--- config.mk ---
export PLATFORM = sky130hd
export DESIGN_NAME = fcs_top
export DESIGN_NICKNAME = d
export VERILOG_FILES = /design/src/rtl/fcs_pkg.sv /design/src/rtl/fcs_pow2_div.sv /design/src/rtl/fcs_top.sv
export VERILOG_INCLUDE_DIRS = /design/src /design/src/rtl
export SDC_FILE = /design/constraint.sdc
export NUM_CORES = 1
export LEC_CHECK = 0
export BUFFER_PORTS_ARGS = -buffer_cell sky130_fd_sc_hd__buf_2
export CAP_MARGIN = 40
export CORE_UTILIZATION = 55
export CTS_CLUSTER_DIAMETER = 80
export CTS_CLUSTER_SIZE = 24
export DETAILED_ROUTE_END_ITERATION = 10
export GPL_ROUTABILITY_DRIVEN = 0
export GPL_TIMING_DRIVEN = 0
export PLACE_DENSITY = 0.8
export SETUP_SLACK_MARGIN = 0.3
export SKIP_CTS_REPAIR_TIMING = 1
export SYNTH_ARGS = -nofsm -noshare
export SYNTH_HDL_FRONTEND = slang
export SYNTH_HIERARCHICAL = 1
export SYNTH_SLANG_ARGS = --single-unit
--- constraint.sdc ---
create_clock -name clock -period 2.9 [get_ports clock]
set_clock_uncertainty 0.1 [all_clocks]
set_input_delay 0 -clock clock [delete_from_list [all_inputs] [get_ports clock]]
set_output_delay 0 -clock clock [all_outputs]
set_load 0.03 [all_outputs]
--- src/rtl/fcs_cfg.svh ---
/*
 Register offsets, field positions, reset values and timing counts of the
 clock source mode controller. Definitions only; included by bare name.
*/
`ifndef FCS_CFG_SVH
`define FCS_CFG_SVH

`define FCS_CLK_NS      50
`define FCS_DIV_W       7

`define FCS_OFF_CTRL1   3'h0
`define FCS_OFF_CTRL2   3'h1
`define FCS_OFF_CTRL4   3'h3
`define FCS_OFF_STAT    3'h4
`define FCS_OFF_OSC     3'h6

`define FCS_CTRL1_RST   8'h04
`define FCS_CTRL2_RST   8'h20
`define FCS_CTRL4_RST   8'h00
`define FCS_OSC_RST     8'h00

`define FCS_C1_CLK_SOURCE_SEL     7:6
`define FCS_C1_REF_DIV_SEL     5:3
`define FCS_C1_REFSEL   2
`define FCS_C1_INT_REF_OUT_EN  1
`define FCS_C1_IRSTEN   0
`define FCS_C2_OUT_DIV_SEL     7:5
`define FCS_C2_LP       3
`define FCS_C4_LOCK_LOST_IRQ_EN    7
`define FCS_C4_CME      5
`define FCS_S_LOCK_LOST_FLAG      7
`define FCS_S_LOCK      6
`define FCS_S_REFST     4
`define FCS_S_CLK_SOURCE_STATUS     3:2
`define FCS_S_FFE       1
`define FCS_S_CLKRST    0
`define FCS_O_XEN       7
`define FCS_O_XSTEN     5
`define FCS_O_RANGE     4

`define FCS_FFE_MIN_GAP 3'h2
`define FCS_FFE_MAX_BD  3'h3

`define FCS_LOC_HI_NS   5000
`define FCS_LOC_LO_NS   100000
`define FCS_LOC_HI_CYC  ((`FCS_LOC_HI_NS + `FCS_CLK_NS - 1) / `FCS_CLK_NS)
`define FCS_LOC_LO_CYC  ((`FCS_LOC_LO_NS + `FCS_CLK_NS - 1) / `FCS_CLK_NS)
`define FCS_LOC_W       12

`endif

--- src/rtl/fcs_pkg.sv ---
/*
 Types of the clock source mode controller.
 Assumes fcs_cfg.svh holds all numeric constants.
*/
package fcs_pkg;
	typedef enum logic [2:0] {
		fll_int_mode,
		fll_ext_mode,
		bypass_int_mode,
		bypass_int_lowpwr_mode,
		bypass_ext_mode,
		bypass_ext_lowpwr_mode,
		stop_mode
	} fcs_mode_t;

	typedef enum logic [1:0] {
		src_fll,
		src_int,
		src_ext,
		src_none
	} fcs_src_sel_t;

	typedef struct packed {
		logic [2:0] addr;
		logic [7:0] wdata;
		logic       wr;
		logic       rd;
	} fcs_bus_t;

	typedef struct packed {
		logic digital_osc;
		logic int_ref;
		logic ext_ref;
	} fcs_raw_clk_t;
endpackage

--- src/rtl/fcs_pow2_div.sv ---
/*
 Power-of-two divider of a sampled clock level.
 Assumes src_lvl is already synchronised and src_rise marks its rising edge.
*/
`timescale 1ns/1ps
`include "fcs_cfg.svh"
module fcs_pow2_div (
	input  wire logic       clock,   // system clock
	input  wire logic       rst_n,   // sync reset, low
	input  wire logic       run,     // divider enabled
	input  wire logic       src_lvl, // sampled source level
	input  wire logic       src_rise,// source rising edge
	input  wire logic [2:0] sel,     // divide by 2**sel
	output logic            div_out  // divided level
);
	logic [`FCS_DIV_W-1:0] cnt_q, cnt_d;
	logic                  out_q, out_d;

	always_comb begin
		cnt_d = cnt_q;
		if (!run)
			cnt_d = '0;
		else if (src_rise)
			cnt_d = cnt_q + `FCS_DIV_W'(1);
		// Selection read live so a new code acts at once
		if (!run)
			out_d = 1'b0;
		else if (sel == 3'h0)
			out_d = src_lvl;
		else
			out_d = cnt_q[3'(sel - 3'h1)];
	end

	always_ff @(posedge clock) begin
		if (!rst_n) begin
			cnt_q <= '0;
			out_q <= 1'b0;
		end else begin
			cnt_q <= cnt_d;
			out_q <= out_d;
		end
	end

	assign div_out = out_q;
endmodule

--- src/rtl/fcs_top.sv ---
/*
 Clock source mode controller: mode tracking, source switching, output
 divider, fixed-frequency and debug clocks, lock-loss flag, clock monitor.
 Assumes raw clocks arrive from other domains and are far slower than clock;
 the core, stop request and debug controller share this clock.
*/
`timescale 1ns/1ps
`include "fcs_cfg.svh"

module fcs_top (
	input  wire logic                 clock,             // 20 MHz system clock
	input  wire logic                 rst_n,             // sync reset, low
	input  wire fcs_pkg::fcs_bus_t    bus,               // register request
	output logic [7:0]                rdata,             // read data, next cycle
	input  wire fcs_pkg::fcs_raw_clk_t raw_clk,          // raw source clocks
	input  wire logic                 fll_locked,        // analog lock indication
	input  wire logic                 ext_ref_ok,        // external reference ready
	input  wire logic                 debug_mode_active, // debug session active
	input  wire logic                 stop_req,          // MCU in stop
	output logic                      core_clock_out,    // divided system clock
	output logic                      fixed_freq_clk,    // FLL reference, divided only when external
	output logic                      fixed_freq_valid,  // fixed clock usable
	output logic                      debug_comm_clock,  // oscillator halved
	output logic                      int_ref_clk_out,   // internal reference out
	output logic                      xosc_out,          // oscillator out
	output logic                      fll_enable,        // FLL powered
	output logic                      fll_restart,       // relock pulse
	output logic                      lock_lost_irq,     // lock-loss interrupt
	output logic                      clock_loss_reset,  // reset request pulse
	output fcs_pkg::fcs_mode_t        mode               // current mode
);
	import fcs_pkg::*;

	logic [4:0] s1_q, s2_q, s3_q;
	logic       dco_l, int_l, ext_l, lock_l, extok_l;
	logic       dco_r, ext_r;
	logic [7:0] c1_q, c1_d, c2_q, c2_d, c4_q, c4_d, osc_q, osc_d;
	logic [7:0] rd_q, rd_d;
	fcs_src_sel_t cs_q, cs_d, req_src;
	logic       refx_q, refx_d;
	fcs_mode_t  mode_q, mode_d;
	logic       lock_lost_flag_q, lock_lost_flag_d, clkrst_q, clkrst_d;
	logic [`FCS_LOC_W-1:0] mon_q, mon_d;
	logic       crst_q, crst_d, rst_pulse_q, rst_pulse_d;
	logic       dbg_q, dbg_d, ffv_q, ffv_d, ffc_q, ffc_d;
	logic       irc_q, irc_d, xo_q, xo_d, fen_q, fen_d;
	logic       sel_lvl, core_div, ref_div, lp_req, src_ok;
	logic       lock_act, mon_act, stat_wr;
	logic [`FCS_LOC_W-1:0] mon_thr;

	function automatic logic low_pwr(input fcs_mode_t m);
		return (m == bypass_int_lowpwr_mode) || (m == bypass_ext_lowpwr_mode);
	endfunction

	function automatic logic src_lvl_of(input fcs_src_sel_t s, input logic d,
		input logic i, input logic e);
		case (s)
			src_fll: return d;
			src_int: return i;
			src_ext: return e;
			default: return 1'b0;
		endcase
	endfunction

	// Sampled-only inputs; third stage only feeds edge detection
	always_ff @(posedge clock) begin
		if (!rst_n) begin
			s1_q <= '0;
			s2_q <= '0;
			s3_q <= '0;
		end else begin
			s1_q <= {ext_ref_ok, fll_locked, raw_clk};
			s2_q <= s1_q;
			s3_q <= s2_q;
		end
	end

	assign ext_l   = s2_q[0];
	assign int_l   = s2_q[1];
	assign dco_l   = s2_q[2];
	assign lock_l  = s2_q[3];
	assign extok_l = s2_q[4];
	assign ext_r   = s2_q[0] & ~s3_q[0];
	assign dco_r   = s2_q[2] & ~s3_q[2];

	assign sel_lvl = src_lvl_of(cs_q, dco_l, int_l, ext_l);

	fcs_pow2_div u_core_div (
		.clock    (clock),
		.rst_n    (rst_n),
		.run      (mode_q != stop_mode),
		.src_lvl  (sel_lvl),
		.src_rise (sel_lvl & ~src_lvl_of(cs_q, s3_q[2], s3_q[1], s3_q[0])),
		.sel      (c2_q[`FCS_C2_OUT_DIV_SEL]),
		.div_out  (core_div)
	);

	fcs_pow2_div u_ref_div (
		.clock    (clock),
		.rst_n    (rst_n),
		.run      (!refx_q ? 1'b0 : mode_q != stop_mode),
		.src_lvl  (ext_l),
		.src_rise (ext_r),
		.sel      (c1_q[`FCS_C1_REF_DIV_SEL]),
		.div_out  (ref_div)
	);

	assign lp_req   = c2_q[`FCS_C2_LP] & ~debug_mode_active;
	assign lock_act = (mode_q != stop_mode) && !low_pwr(mode_q);
	assign mon_act  = c4_q[`FCS_C4_CME] && ((mode_q == bypass_ext_mode) ||
		(mode_q == fll_ext_mode) || (mode_q == bypass_int_mode));
	assign mon_thr  = osc_q[`FCS_O_RANGE] ? `FCS_LOC_W'(`FCS_LOC_HI_CYC)
		: `FCS_LOC_W'(`FCS_LOC_LO_CYC);
	assign stat_wr  = bus.wr && (bus.addr == `FCS_OFF_STAT);

	always_comb begin
		c1_d  = c1_q;
		c2_d  = c2_q;
		c4_d  = c4_q;
		osc_d = osc_q;
		if (bus.wr) begin
			case (bus.addr)
				`FCS_OFF_CTRL1: c1_d  = bus.wdata;
				`FCS_OFF_CTRL2: c2_d  = bus.wdata;
				`FCS_OFF_CTRL4: c4_d  = bus.wdata;
				`FCS_OFF_OSC:   osc_d = bus.wdata;
				default: ;
			endcase
		end
		rd_d = 8'h00;
		if (bus.rd) begin
			case (bus.addr)
				`FCS_OFF_CTRL1: rd_d = c1_q;
				`FCS_OFF_CTRL2: rd_d = c2_q;
				`FCS_OFF_CTRL4: rd_d = c4_q;
				`FCS_OFF_OSC:   rd_d = osc_q;
				`FCS_OFF_STAT: begin
					rd_d[`FCS_S_LOCK_LOST_FLAG]   = lock_lost_flag_q;
					rd_d[`FCS_S_LOCK]   = lock_l & lock_act;
					rd_d[`FCS_S_REFST]  = ~refx_q;
					rd_d[`FCS_S_CLK_SOURCE_STATUS]  = cs_q;
					rd_d[`FCS_S_FFE]    = ffv_q;
					rd_d[`FCS_S_CLKRST] = clkrst_q;
				end
				default: rd_d = 8'h00;
			endcase
		end
	end

	// Source and reference tracking, mode derivation
	always_comb begin
		case (c1_q[`FCS_C1_CLK_SOURCE_SEL])
			2'h0:    req_src = src_fll;
			2'h1:    req_src = src_int;
			2'h2:    req_src = src_ext;
			default: req_src = cs_q;
		endcase
		src_ok = (req_src != src_ext) || extok_l;
		cs_d = cs_q;
		// Swap only while both levels are low, so no runt pulse escapes
		if (req_src != cs_q && src_ok && !sel_lvl &&
			!src_lvl_of(req_src, dco_l, int_l, ext_l))
			cs_d = req_src;
		refx_d = refx_q;
		if (c1_q[`FCS_C1_REFSEL])
			refx_d = 1'b0;
		else if (extok_l)
			refx_d = 1'b1;
		if (stop_req)
			mode_d = stop_mode;
		else begin
			case (cs_q)
				src_int: mode_d = lp_req ? bypass_int_lowpwr_mode
					: bypass_int_mode;
				src_ext: mode_d = lp_req ? bypass_ext_lowpwr_mode
					: bypass_ext_mode;
				default: mode_d = refx_q ? fll_ext_mode : fll_int_mode;
			endcase
		end
	end

	// Lock flag, clock monitor and clock outputs
	always_comb begin
		lock_lost_flag_d = lock_lost_flag_q;
		if (stat_wr && bus.wdata[`FCS_S_LOCK_LOST_FLAG] && lock_lost_flag_q)
			lock_lost_flag_d = 1'b0;
		if (lock_act && !lock_l && s3_q[3])
			lock_lost_flag_d = 1'b1;
		mon_d = mon_q;
		rst_pulse_d = 1'b0;
		if (!mon_act || ext_r)
			mon_d = '0;
		else if (mon_q >= mon_thr - `FCS_LOC_W'(1)) begin
			mon_d = '0;
			rst_pulse_d = 1'b1;
		end else
			mon_d = mon_q + `FCS_LOC_W'(1);
		clkrst_d = clkrst_q;
		if (stat_wr && bus.wdata[`FCS_S_CLKRST])
			clkrst_d = 1'b0;
		if (rst_pulse_d)
			clkrst_d = 1'b1;
		crst_d = (mode_q == stop_mode) && (mode_d != stop_mode);
		if (mode_q == fll_int_mode && mode_d == fll_ext_mode)
			crst_d = 1'b1;
		if (mode_q == fll_ext_mode && mode_d == fll_int_mode)
			crst_d = 1'b1;
		fen_d = lock_act;
		dbg_d = 1'b0;
		if (lock_act && dco_r)
			dbg_d = ~dbg_q;
		else if (lock_act)
			dbg_d = dbg_q;
		case (mode_q)
			fll_int_mode, fll_ext_mode: ffv_d = 1'b1;
			bypass_ext_mode, bypass_ext_lowpwr_mode:
				ffv_d = osc_q[`FCS_O_RANGE] &&
					(c2_q[`FCS_C2_OUT_DIV_SEL] <= `FCS_FFE_MAX_BD) &&
					(c1_q[`FCS_C1_REF_DIV_SEL] >= c2_q[`FCS_C2_OUT_DIV_SEL] + `FCS_FFE_MIN_GAP);
			default: ffv_d = 1'b0;
		endcase
		ffc_d = 1'b0;
		if (mode_q != stop_mode)
			ffc_d = refx_q ? ref_div : int_l;
		irc_d = c1_q[`FCS_C1_INT_REF_OUT_EN] && (mode_q != stop_mode ||
			c1_q[`FCS_C1_IRSTEN]) && int_l;
		xo_d = osc_q[`FCS_O_XEN] && (mode_q != stop_mode ||
			osc_q[`FCS_O_XSTEN]) && ext_l;
	end

	always_ff @(posedge clock) begin
		if (!rst_n) begin
			c1_q        <= `FCS_CTRL1_RST;
			c2_q        <= `FCS_CTRL2_RST;
			c4_q        <= `FCS_CTRL4_RST;
			osc_q       <= `FCS_OSC_RST;
			rd_q        <= 8'h00;
			cs_q        <= src_fll;
			refx_q      <= 1'b0;
			mode_q      <= fll_int_mode;
			lock_lost_flag_q      <= 1'b0;
			clkrst_q    <= 1'b0;
			mon_q       <= '0;
			rst_pulse_q <= 1'b0;
			crst_q      <= 1'b0;
			fen_q       <= 1'b1;
			dbg_q       <= 1'b0;
			ffv_q       <= 1'b0;
			ffc_q       <= 1'b0;
			irc_q       <= 1'b0;
			xo_q        <= 1'b0;
		end else begin
			c1_q        <= c1_d;
			c2_q        <= c2_d;
			c4_q        <= c4_d;
			osc_q       <= osc_d;
			rd_q        <= rd_d;
			cs_q        <= cs_d;
			refx_q      <= refx_d;
			mode_q      <= mode_d;
			lock_lost_flag_q      <= lock_lost_flag_d;
			clkrst_q    <= clkrst_d;
			mon_q       <= mon_d;
			rst_pulse_q <= rst_pulse_d;
			crst_q      <= crst_d;
			fen_q       <= fen_d;
			dbg_q       <= dbg_d;
			ffv_q       <= ffv_d;
			ffc_q       <= ffc_d;
			irc_q       <= irc_d;
			xo_q        <= xo_d;
		end
	end

	assign rdata            = rd_q;
	assign core_clock_out   = core_div;
	assign fixed_freq_clk   = ffc_q;
	assign fixed_freq_valid = ffv_q;
	assign debug_comm_clock = dbg_q;
	assign int_ref_clk_out  = irc_q;
	assign xosc_out         = xo_q;
	assign fll_enable       = fen_q;
	assign fll_restart      = crst_q;
	assign clock_loss_reset = rst_pulse_q;
	assign mode             = mode_q;
	// fll_int_mode and bypass_int_mode interrupt regardless of the enable bit
	assign lock_lost_irq    = lock_lost_flag_q && (c4_q[`FCS_C4_LOCK_LOST_IRQ_EN] ||
		mode_q == fll_int_mode || mode_q == bypass_int_mode);

	a_lol_set: assert property (@(posedge clock) disable iff (!rst_n)
		(lock_act && !lock_l && s3_q[3]) |=> lock_lost_flag_q)
		else $error("lock loss not flagged");

	a_lol_w0: assert property (@(posedge clock) disable iff (!rst_n)
		(stat_wr && !bus.wdata[`FCS_S_LOCK_LOST_FLAG] && lock_lost_flag_q) |=> lock_lost_flag_q)
		else $error("lock flag cleared by zero write");

	a_stop_core: assert property (@(posedge clock) disable iff (!rst_n)
		(mode_q == stop_mode) [*2] |=> !core_clock_out)
		else $error("system clock runs in stop");

	a_dbg_lowpwr: assert property (@(posedge clock) disable iff (!rst_n)
		low_pwr(mode_q) |=> !debug_comm_clock)
		else $error("debug clock in low power mode");

	a_mon_lowpwr: assert property (@(posedge clock) disable iff (!rst_n)
		low_pwr(mode_q) [*2] |-> !clock_loss_reset)
		else $error("monitor acts in low power mode");

	a_ffe_bypint: assert property (@(posedge clock) disable iff (!rst_n)
		(mode_q == bypass_int_mode) |=> !fixed_freq_valid)
		else $error("fixed clock valid in internal bypass");

	a_src_keep: assert property (@(posedge clock) disable iff (!rst_n)
		(req_src == src_ext && !extok_l) |=> $stable(cs_q) || cs_q != src_ext)
		else $error("switched to unavailable source");

	a_mon_fire: assert property (@(posedge clock) disable iff (!rst_n)
		(mon_act && !ext_r && mon_q == mon_thr - `FCS_LOC_W'(1))
		|=> clock_loss_reset ##1 clkrst_q)
		else $error("clock monitor did not fire");

	a_stop_ir: assert property (@(posedge clock) disable iff (!rst_n)
		(mode_q == stop_mode && !c1_q[`FCS_C1_IRSTEN]) |=> !int_ref_clk_out)
		else $error("reference output runs in stop");

	a_restart: assert property (@(posedge clock) disable iff (!rst_n)
		(mode_q == stop_mode && !stop_req) |=> fll_restart)
		else $error("no relock after stop");
endmodule

==> results of run 1 <==
## kinds of logic after synthesis
| kind of cell | count (synthesis) | share of synthesized area (%) |
|---|---|---|
| compound gates | 93 | 13.5 |
| mux | 20 | 5.18 |
| simple gates | 209 | 23.1 |
| fa+ha+maj | 22 | 6.20 |
| xor+xnor | 23 | 4.54 |
| flops | 98 | 44.2 |
| buf+inv | 33 | 3.30 |
## state kept, by name (all words and copies together) (netlist names), 4 cells and up
register and count:
u_ref_div/cnt_q 7, c1_q 8, c4_q 8, rdata 8
mon_q 12, c2_q 8, s2_q 5, s1_q 5
osc_q 8, u_core_div/cnt_q 7, s3_q 4
## power breakdown
group | internal, mW | total [mW] | switching [mW]
clock | 0.408 | 0.900 | 0.491
combinational | 0.0904 | 0.219 | 0.129
sequential | 1.37 | 1.40 | 0.0233
## routing by layer
metal / vias to the layer above / GRT usage (%) / wire, um
met5: - / 0 / 0
met4: 0 / 9.51 / 226
li1: 1860 / - / -
met3: 22 / 5.31 / 662
met1: 1824 / 31.9 / 4420
met2: 136 / 42.8 / 5160
## layout make-up
type / instances / area, um^2 / area share, %
buffer: 20 / 97.6 / 1.90
clock buffer: 10 / 128 / 2.48
clock inverter: 6 / 71.3 / 1.39
inverter: 13 / 48.8 / 0.948
multi-input combinational: 367 / 2330 / 45.3
sequential: 98 / 1960 / 38.1
tap: 102 / 128 / 2.48
timing repair buffer: 59 / 380 / 7.39
## worst reg2reg max path: stages (launching register included)
cell and delay, ns:
dfxtp_1 0.47, inv_1 0.12, ha_1 0.27, a222oi_1 0.36, and2_1 0.17, buf_2 0.16
nand4_1 0.17, or3_1 0.38, a21oi_1 0.14
## worst min path at each step
stage,endpoint,slack (ns),depth (start not counted),startpoint
2_1_floorplan,mode[1]$_SDFF_PN0_,0.02,2,stop_req
3_3_place_gp,s1_q[3]$_SDFF_PN0_,0.11,2,fll_locked
3_5_place_dp,s1_q[4]$_SDFF_PN0_,0.11,2,ext_ref_ok
4_1_cts,s1_q[4]$_SDFF_PN0_,-0.28,2,ext_ref_ok
5_1_grt,rdata[1]$_SDFF_PN0_,0.04,4,bus[12]
6_report,rdata[1]$_SDFF_PN0_,0.004,4,bus[12]
## placed cells by master (no fill, tap or decap), types with 3 or more instances in the layout
cell type,count
a21o_1,3
nor3b_1,6
nor2_1,53
nand2_1,72
inv_6,3
nor3_1,3
and3_1,8
or3_1,5
clkbuf_1,7
nor2b_1,6
mux2_2,4
nand3_1,14
and2_1,19
dlygate4sd3_1,17
a22oi_1,9
inv_1,13
xnor2_1,8
mux2i_1,14
dfxtp_1,97
nand2b_1,6
o21ai_0,10
ha_1,22
a311oi_1,3
xor2_1,15
buf_2,54
nand4_1,4
clkbuf_8,9
a21oi_1,44
## metrics by stage
stage | instance area [um^2] | std cells | worst slack [ns] | util (%) | hold slack [ns]
after global placement | 4780 | 642 | 0.570 | 61.5 | 0.105
after floorplan | 4440 | 498 | 0.825 | - | 0.0158
after detailed placement | 4780 | 642 | 0.521 | 61.5 | 0.108
after CTS | 4980 | 658 | 0.495 | 64.1 | -0.284
final | 5150 | 675 | 0.485 | 66.3 | 0.00377
after global routing | 5150 | 675 | 0.300 | 66.3 | 0.0405
==> flow_summary.json, run 1 <==
{
  "grt_first_pass_wirelength_um": 16900,
  "period_share_pct": 83.3,
  "reg2reg_slack_ns": 0.49,
  "end_kind": "register",
  "nets": 612,
  "diodes": 0,
  "grt_pass1_vias": 3591,
  "async_reset_ff_share_pct": 0,
  "port_buffers": 42,
  "fin_tns_setup_ns": 0,
  "start_util_pct": 57.2,
  "grt.overflow.total": 0,
  "total_power_mw": 2.52,
  "drive_gt1_share_pct": 15.0,
  "drtIter0Drc": 302,
  "rsz0062_at_grt": "false",
  "synthCells": 498,
  "grt_usage_pct": 25.4,
  "drtAntennaViolNets": 0,
  "vias": 3842,
  "maxSlewHeadroom_pct": 54.0,
  "synthFlopType": "dfxtp_1",
  "fillCellCount": 639,
  "synth-seq-cells": 98,
  "max_clock_freq_ghz": 0.414,
  "vias_per_cell": 5.69,
  "synthTopCellsByArea": "dfxtp_1, ha_1, nand2_1",
  "placementRows": 32,
  "clkTransAtPathRegs_ns": 0.10,
  "die_h_um": 91.9,
  "drc_errors": 0,
  "crit_buf_inv": 2,
  "critPathKind": "reg2reg",
  "timing.rr.end": "u_core_div/cnt_q[5]$_SDFFE_PN0P_",
  "p_per_area_nw_per_um2": 489,
  "peakVddDrop_mv": 0.372,
  "synth_edf_count": 0,
  "required_ns": 3.09,
  "grt_max_degree": 18,
  "io_pins": 43,
  "start_kind": "register",
  "crit_chain": "inv_1 > ha_1 > a222oi_1 > and2_1 > buf_2 > nand4_1 > or3_1 > a21oi_1",
  "htree_num_levels": 3,
  "synth_most_common_cell": "dfxtp_1",
  "worst-slew-pin-transition_ns": 0.689,
  "rr_startpoint": "cs_q[1]$_SDFFE_PN0P_",
  "clockRootBuffer": "clkbuf_8",
  "synth_top_area_share_pct": 44.2,
  "worstPathArrival_ns": 2.61,
  "tritoncts": "yes",
  "seq_area_frac_synth_pct": 44.2,
  "cts_buffers": 9,
  "drt_first_pass_iters": 7,
  "outcome": "completed",
  "yosys.area.top_type": "dfxtp_1",
  "crit_fanout": 8,
  "startpoint": "cs_q[1]$_SDFFE_PN0P_",
  "dp_hpwl_um": 7590,
  "fin_crit_ns": 2.41,
  "maxSlewViolCount": 0,
  "drv_cap": 0,
  "setup_viol": 0,
  "rr_worst_depth": 8,
  "synth_cell_types": 56,
  "critPathMaxStageDelay_ns": 0.47,
  "endpoint": "u_core_div/cnt_q[5]$_SDFFE_PN0P_",
  "clock-sinks": 98,
  "crit_path_top_delay_cell": "dfxtp_1",
  "design.core.area_um2": 7770,
  "hold_path_class": "in2reg",
  "syn_area_um2": 4440,
  "die_w_um": 91.9,
  "antenna_found_initial": 0,
  "cp.depth": 8,
  "synth_nets": 542,
  "finalHoldViolCount": 0,
  "wl_per_cell_um": 15.5,
  "crit_family": "simple AND/OR/NAND/NOR gates",
  "syn_area_per_cell_um2": 8.92,
  "die_area_um2": 8440,
  "area_growth_pct": 15.9,
  "synth.top_cells.by_count": "dfxtp_1, nand2_1, nor2_1, a21oi_1, ha_1",
  "clk_path_buf_depth": 2,
  "synth-warning-count": 6,
  "clock_latency_ns": 0.37,
  "finalWirelength_um": 10500,
  "p_leak_nw": 2.06
}
Note: power is estimated with default switching activity, not from simulation.
==> run 2, diff against run 1 <==
ABC_AREA = 1   (was default)
CORE_UTILIZATION = 53   (was 55)
clock period = 2.04 ns   (was 2.9 ns; I/O delays follow)
==> run 2 against run 1 <==
  * First-iteration DRC count shrank 28%
  * Synthesized area grew 2.2%
  * Clock-buffer cell count fell by 1
  * Routed wire length rose by 11%
  * Worst setup slack got worse by 0.32 ns
  * Combinational power rose by 120%
  * Die area increased by 5.9%
  * Final cell count grew 21%
  * Highest routed layer unchanged
==> flow_summary.json, run 2 <==
{
  "outcome": "completed",
  "synth_edf_count": 0,
  "rsz0062_at_grt": "true",
  "maxSlewViolCount": 0,
  "rr_startpoint": "cs_q[1]$_SDFFE_PN0P_",
  "synth_cell_types": 36,
  "drive_gt1_share_pct": 20.5,
  "area_growth_pct": 24.3,
  "dp_hpwl_um": 7770,
  "clk_path_buf_depth": 2,
  "synth-warning-count": 6,
  "tritoncts": "yes",
  "seq_area_frac_synth_pct": 43.2,
  "period_share_pct": 91.8,
  "end_kind": "register",
  "final_cell_area_um2": 5640,
  "timing.rr.end": "u_core_div/cnt_q[6]$_SDFFE_PN0P_",
  "synth_top_area_share_pct": 43.2,
  "port_buffers": 42,
  "final_common_cell": "nand2_1",
  "fin_crit_ns": 1.87,
  "reg2reg_slack_ns": 0.17,
  "finalHoldViolCount": 0,
  "peakVddDrop_mv": 0.447,
  "vias_per_cell": 5.37,
  "fin_tns_setup_ns": 0,
  "diodes": 0,
  "rr_worst_depth": 12,
  "syn_area_per_cell_um2": 7.32,
  "synth_most_common_cell": "inv_1",
  "worst-slew-pin-transition_ns": 0.501,
  "die_w_um": 94.5,
  "io_pins": 43,
  "clockRootBuffer": "clkbuf_8",
  "max_clock_freq_ghz": 0.534,
  "cts_buffers": 9,
  "clock_latency_ns": 0.37,
  "final_cell_mix": "nand2_1, inv_1, dfxtp_1",
  "critPathKind": "reg2reg",
  "min_from": "bus[0]",
  "p_leak_nw": 2.51,
  "start_util_pct": 55.0,
  "drv_cap": 0,
  "htree_num_levels": 3,
  "design.core.area_um2": 8260,
  "drtIter0Drc": 218,
  "grt_first_pass_wirelength_um": 17400,
  "wl_per_cell_um": 14.2,
  "stdcell_count": 818,
  "required_ns": 2.26,
  "hold-path-endpoint": "rdata[1]$_SDFF_PN0_",
  "synth-seq-cells": 98,
  "maxSlewHeadroom_pct": 66.6,
  "grt_usage_pct": 25.1,
  "hold_path_class": "in2reg",
  "fin_util_pct": 68.3,
  "antenna_found_initial": 0,
  "grt.overflow.total": 0,
  "place_area_um2": 4950,
  "async_reset_ff_share_pct": 0,
  "holdWs_ns": 0.0680,
  "worstPathArrival_ns": 2.09,
  "synth.top_cells.by_count": "inv_1, nand2_1, dfxtp_1, nor2_1, a21oi_1",
  "crit_fanout": 6,
  "startpoint": "cs_q[1]$_SDFFE_PN0P_",
  "drtAntennaViolNets": 0,
  "syn_area_um2": 4540,
  "synth_nets": 664,
  "dp_slack_ns": -0.0364,
  "finalWorstSetupSlack_ns": 0.167,
  "place_inst": 767,
  "largest_register": "mon_q",
  "grt_pass1_vias": 3878,
  "finalWirelength_um": 11600,
  "nets": 752,
  "start_kind": "register",
  "vias": 4390,
  "clock-sinks": 98,
  "synthFlopType": "dfxtp_1",
  "drc_errors": 0,
  "total_power_mw": 3.82,
  "die_h_um": 94.5,
  "grt_max_degree": 19,
  "p_per_area_nw_per_um2": 677,
  "synthTopCellsByArea": "dfxtp_1, inv_1, nand2_1",
  "setup_viol": 0,
  "die_area_um2": 8940,
  "hold_depth": 3,
  "placementRows": 33,
  "yosys.area.top_type": "dfxtp_1",
  "drt_first_pass_iters": 8,
  "largest_reg_flops": 12,
  "synthCells": 620,
  "clkTransAtPathRegs_ns": 0.10
}
run 2: cell types whose count changed in the layout (fill, tap and decap cells not counted), moves of 14 or more:
cell	before	now
inv_1	13	104
nand3_1	14	31
o21ai_0	10	36
buf_4	0	16
and2_1	19	1
nand2_1	72	107
mux2i_1	14	0
run 2: final cells by class:
type	count	area, um^2
Timing Repair Buffer	77	526
Multi-Input combinational cell	395	2270
Clock buffer	9	124
Tap cell	105	131
Inverter	116	453
Fill cell	661	2620
Buffer	11	68.8
Clock inverter	7	83.8
Sequential cell	98	1980
run 2: metal layers:
layer,vias up,global-route usage (%),part of all wire (%)
li1,2175,-,-
met1,2038,31.6,43
met2,145,41.6,49
met3,32,3.78,5.1
met4,0,13.0,3.0
met5,-,0,0
run 2: worst max-delay path by stage:
stage                                             endpoint  slack [ns]  cells after the start
after floorplan           u_core_div/cnt_q[6]$_SDFFE_PN0P_        0.21                     11
after global placement    u_core_div/cnt_q[6]$_SDFFE_PN0P_        0.04                     12
after detailed placement  u_core_div/cnt_q[6]$_SDFFE_PN0P_       -0.04                     11
after CTS                 u_core_div/cnt_q[6]$_SDFFE_PN0P_       -0.07                     12
after global routing      u_core_div/cnt_q[6]$_SDFFE_PN0P_        0.09                     12
final                     u_core_div/cnt_q[6]$_SDFFE_PN0P_        0.17                     12
run 2: kinds of logic (layout without fill, tap and decap cells):
| logic type | count (synthesis) | count (layout) | share of synthesized area, % |
|---|---|---|---|
| simple gates | 248 | 248 | 24.0 |
| buf+inv | 127 | 220 | 11.0 |
| compound gates | 119 | 119 | 14.6 |
| flops | 98 | 98 | 43.2 |
| fa+ha+maj | 22 | 22 | 6.06 |
| xor+xnor | 6 | 6 | 1.16 |
run 2: power breakdown:
part | total, mW | switching (mW) | internal (mW)
sequential | 2.02 | 0.0485 | 1.97
combinational | 0.484 | 0.297 | 0.187
clock | 1.32 | 0.733 | 0.589
total | 3.82 | 1.08 | 2.75
run 2: critical path, stage by stage, from the launching register on:
cell and delay [ns]:
dfxtp_4 0.39, inv_6 0.08, ha_4 0.14, nand2_1 0.07
nand3_2 0.10, nand2_4 0.06, a211oi_4 0.27, nand3_2 0.17
nor3_4 0.20, nand2_1 0.08, nand2_1 0.06, inv_1 0.03
nor2_1 0.08
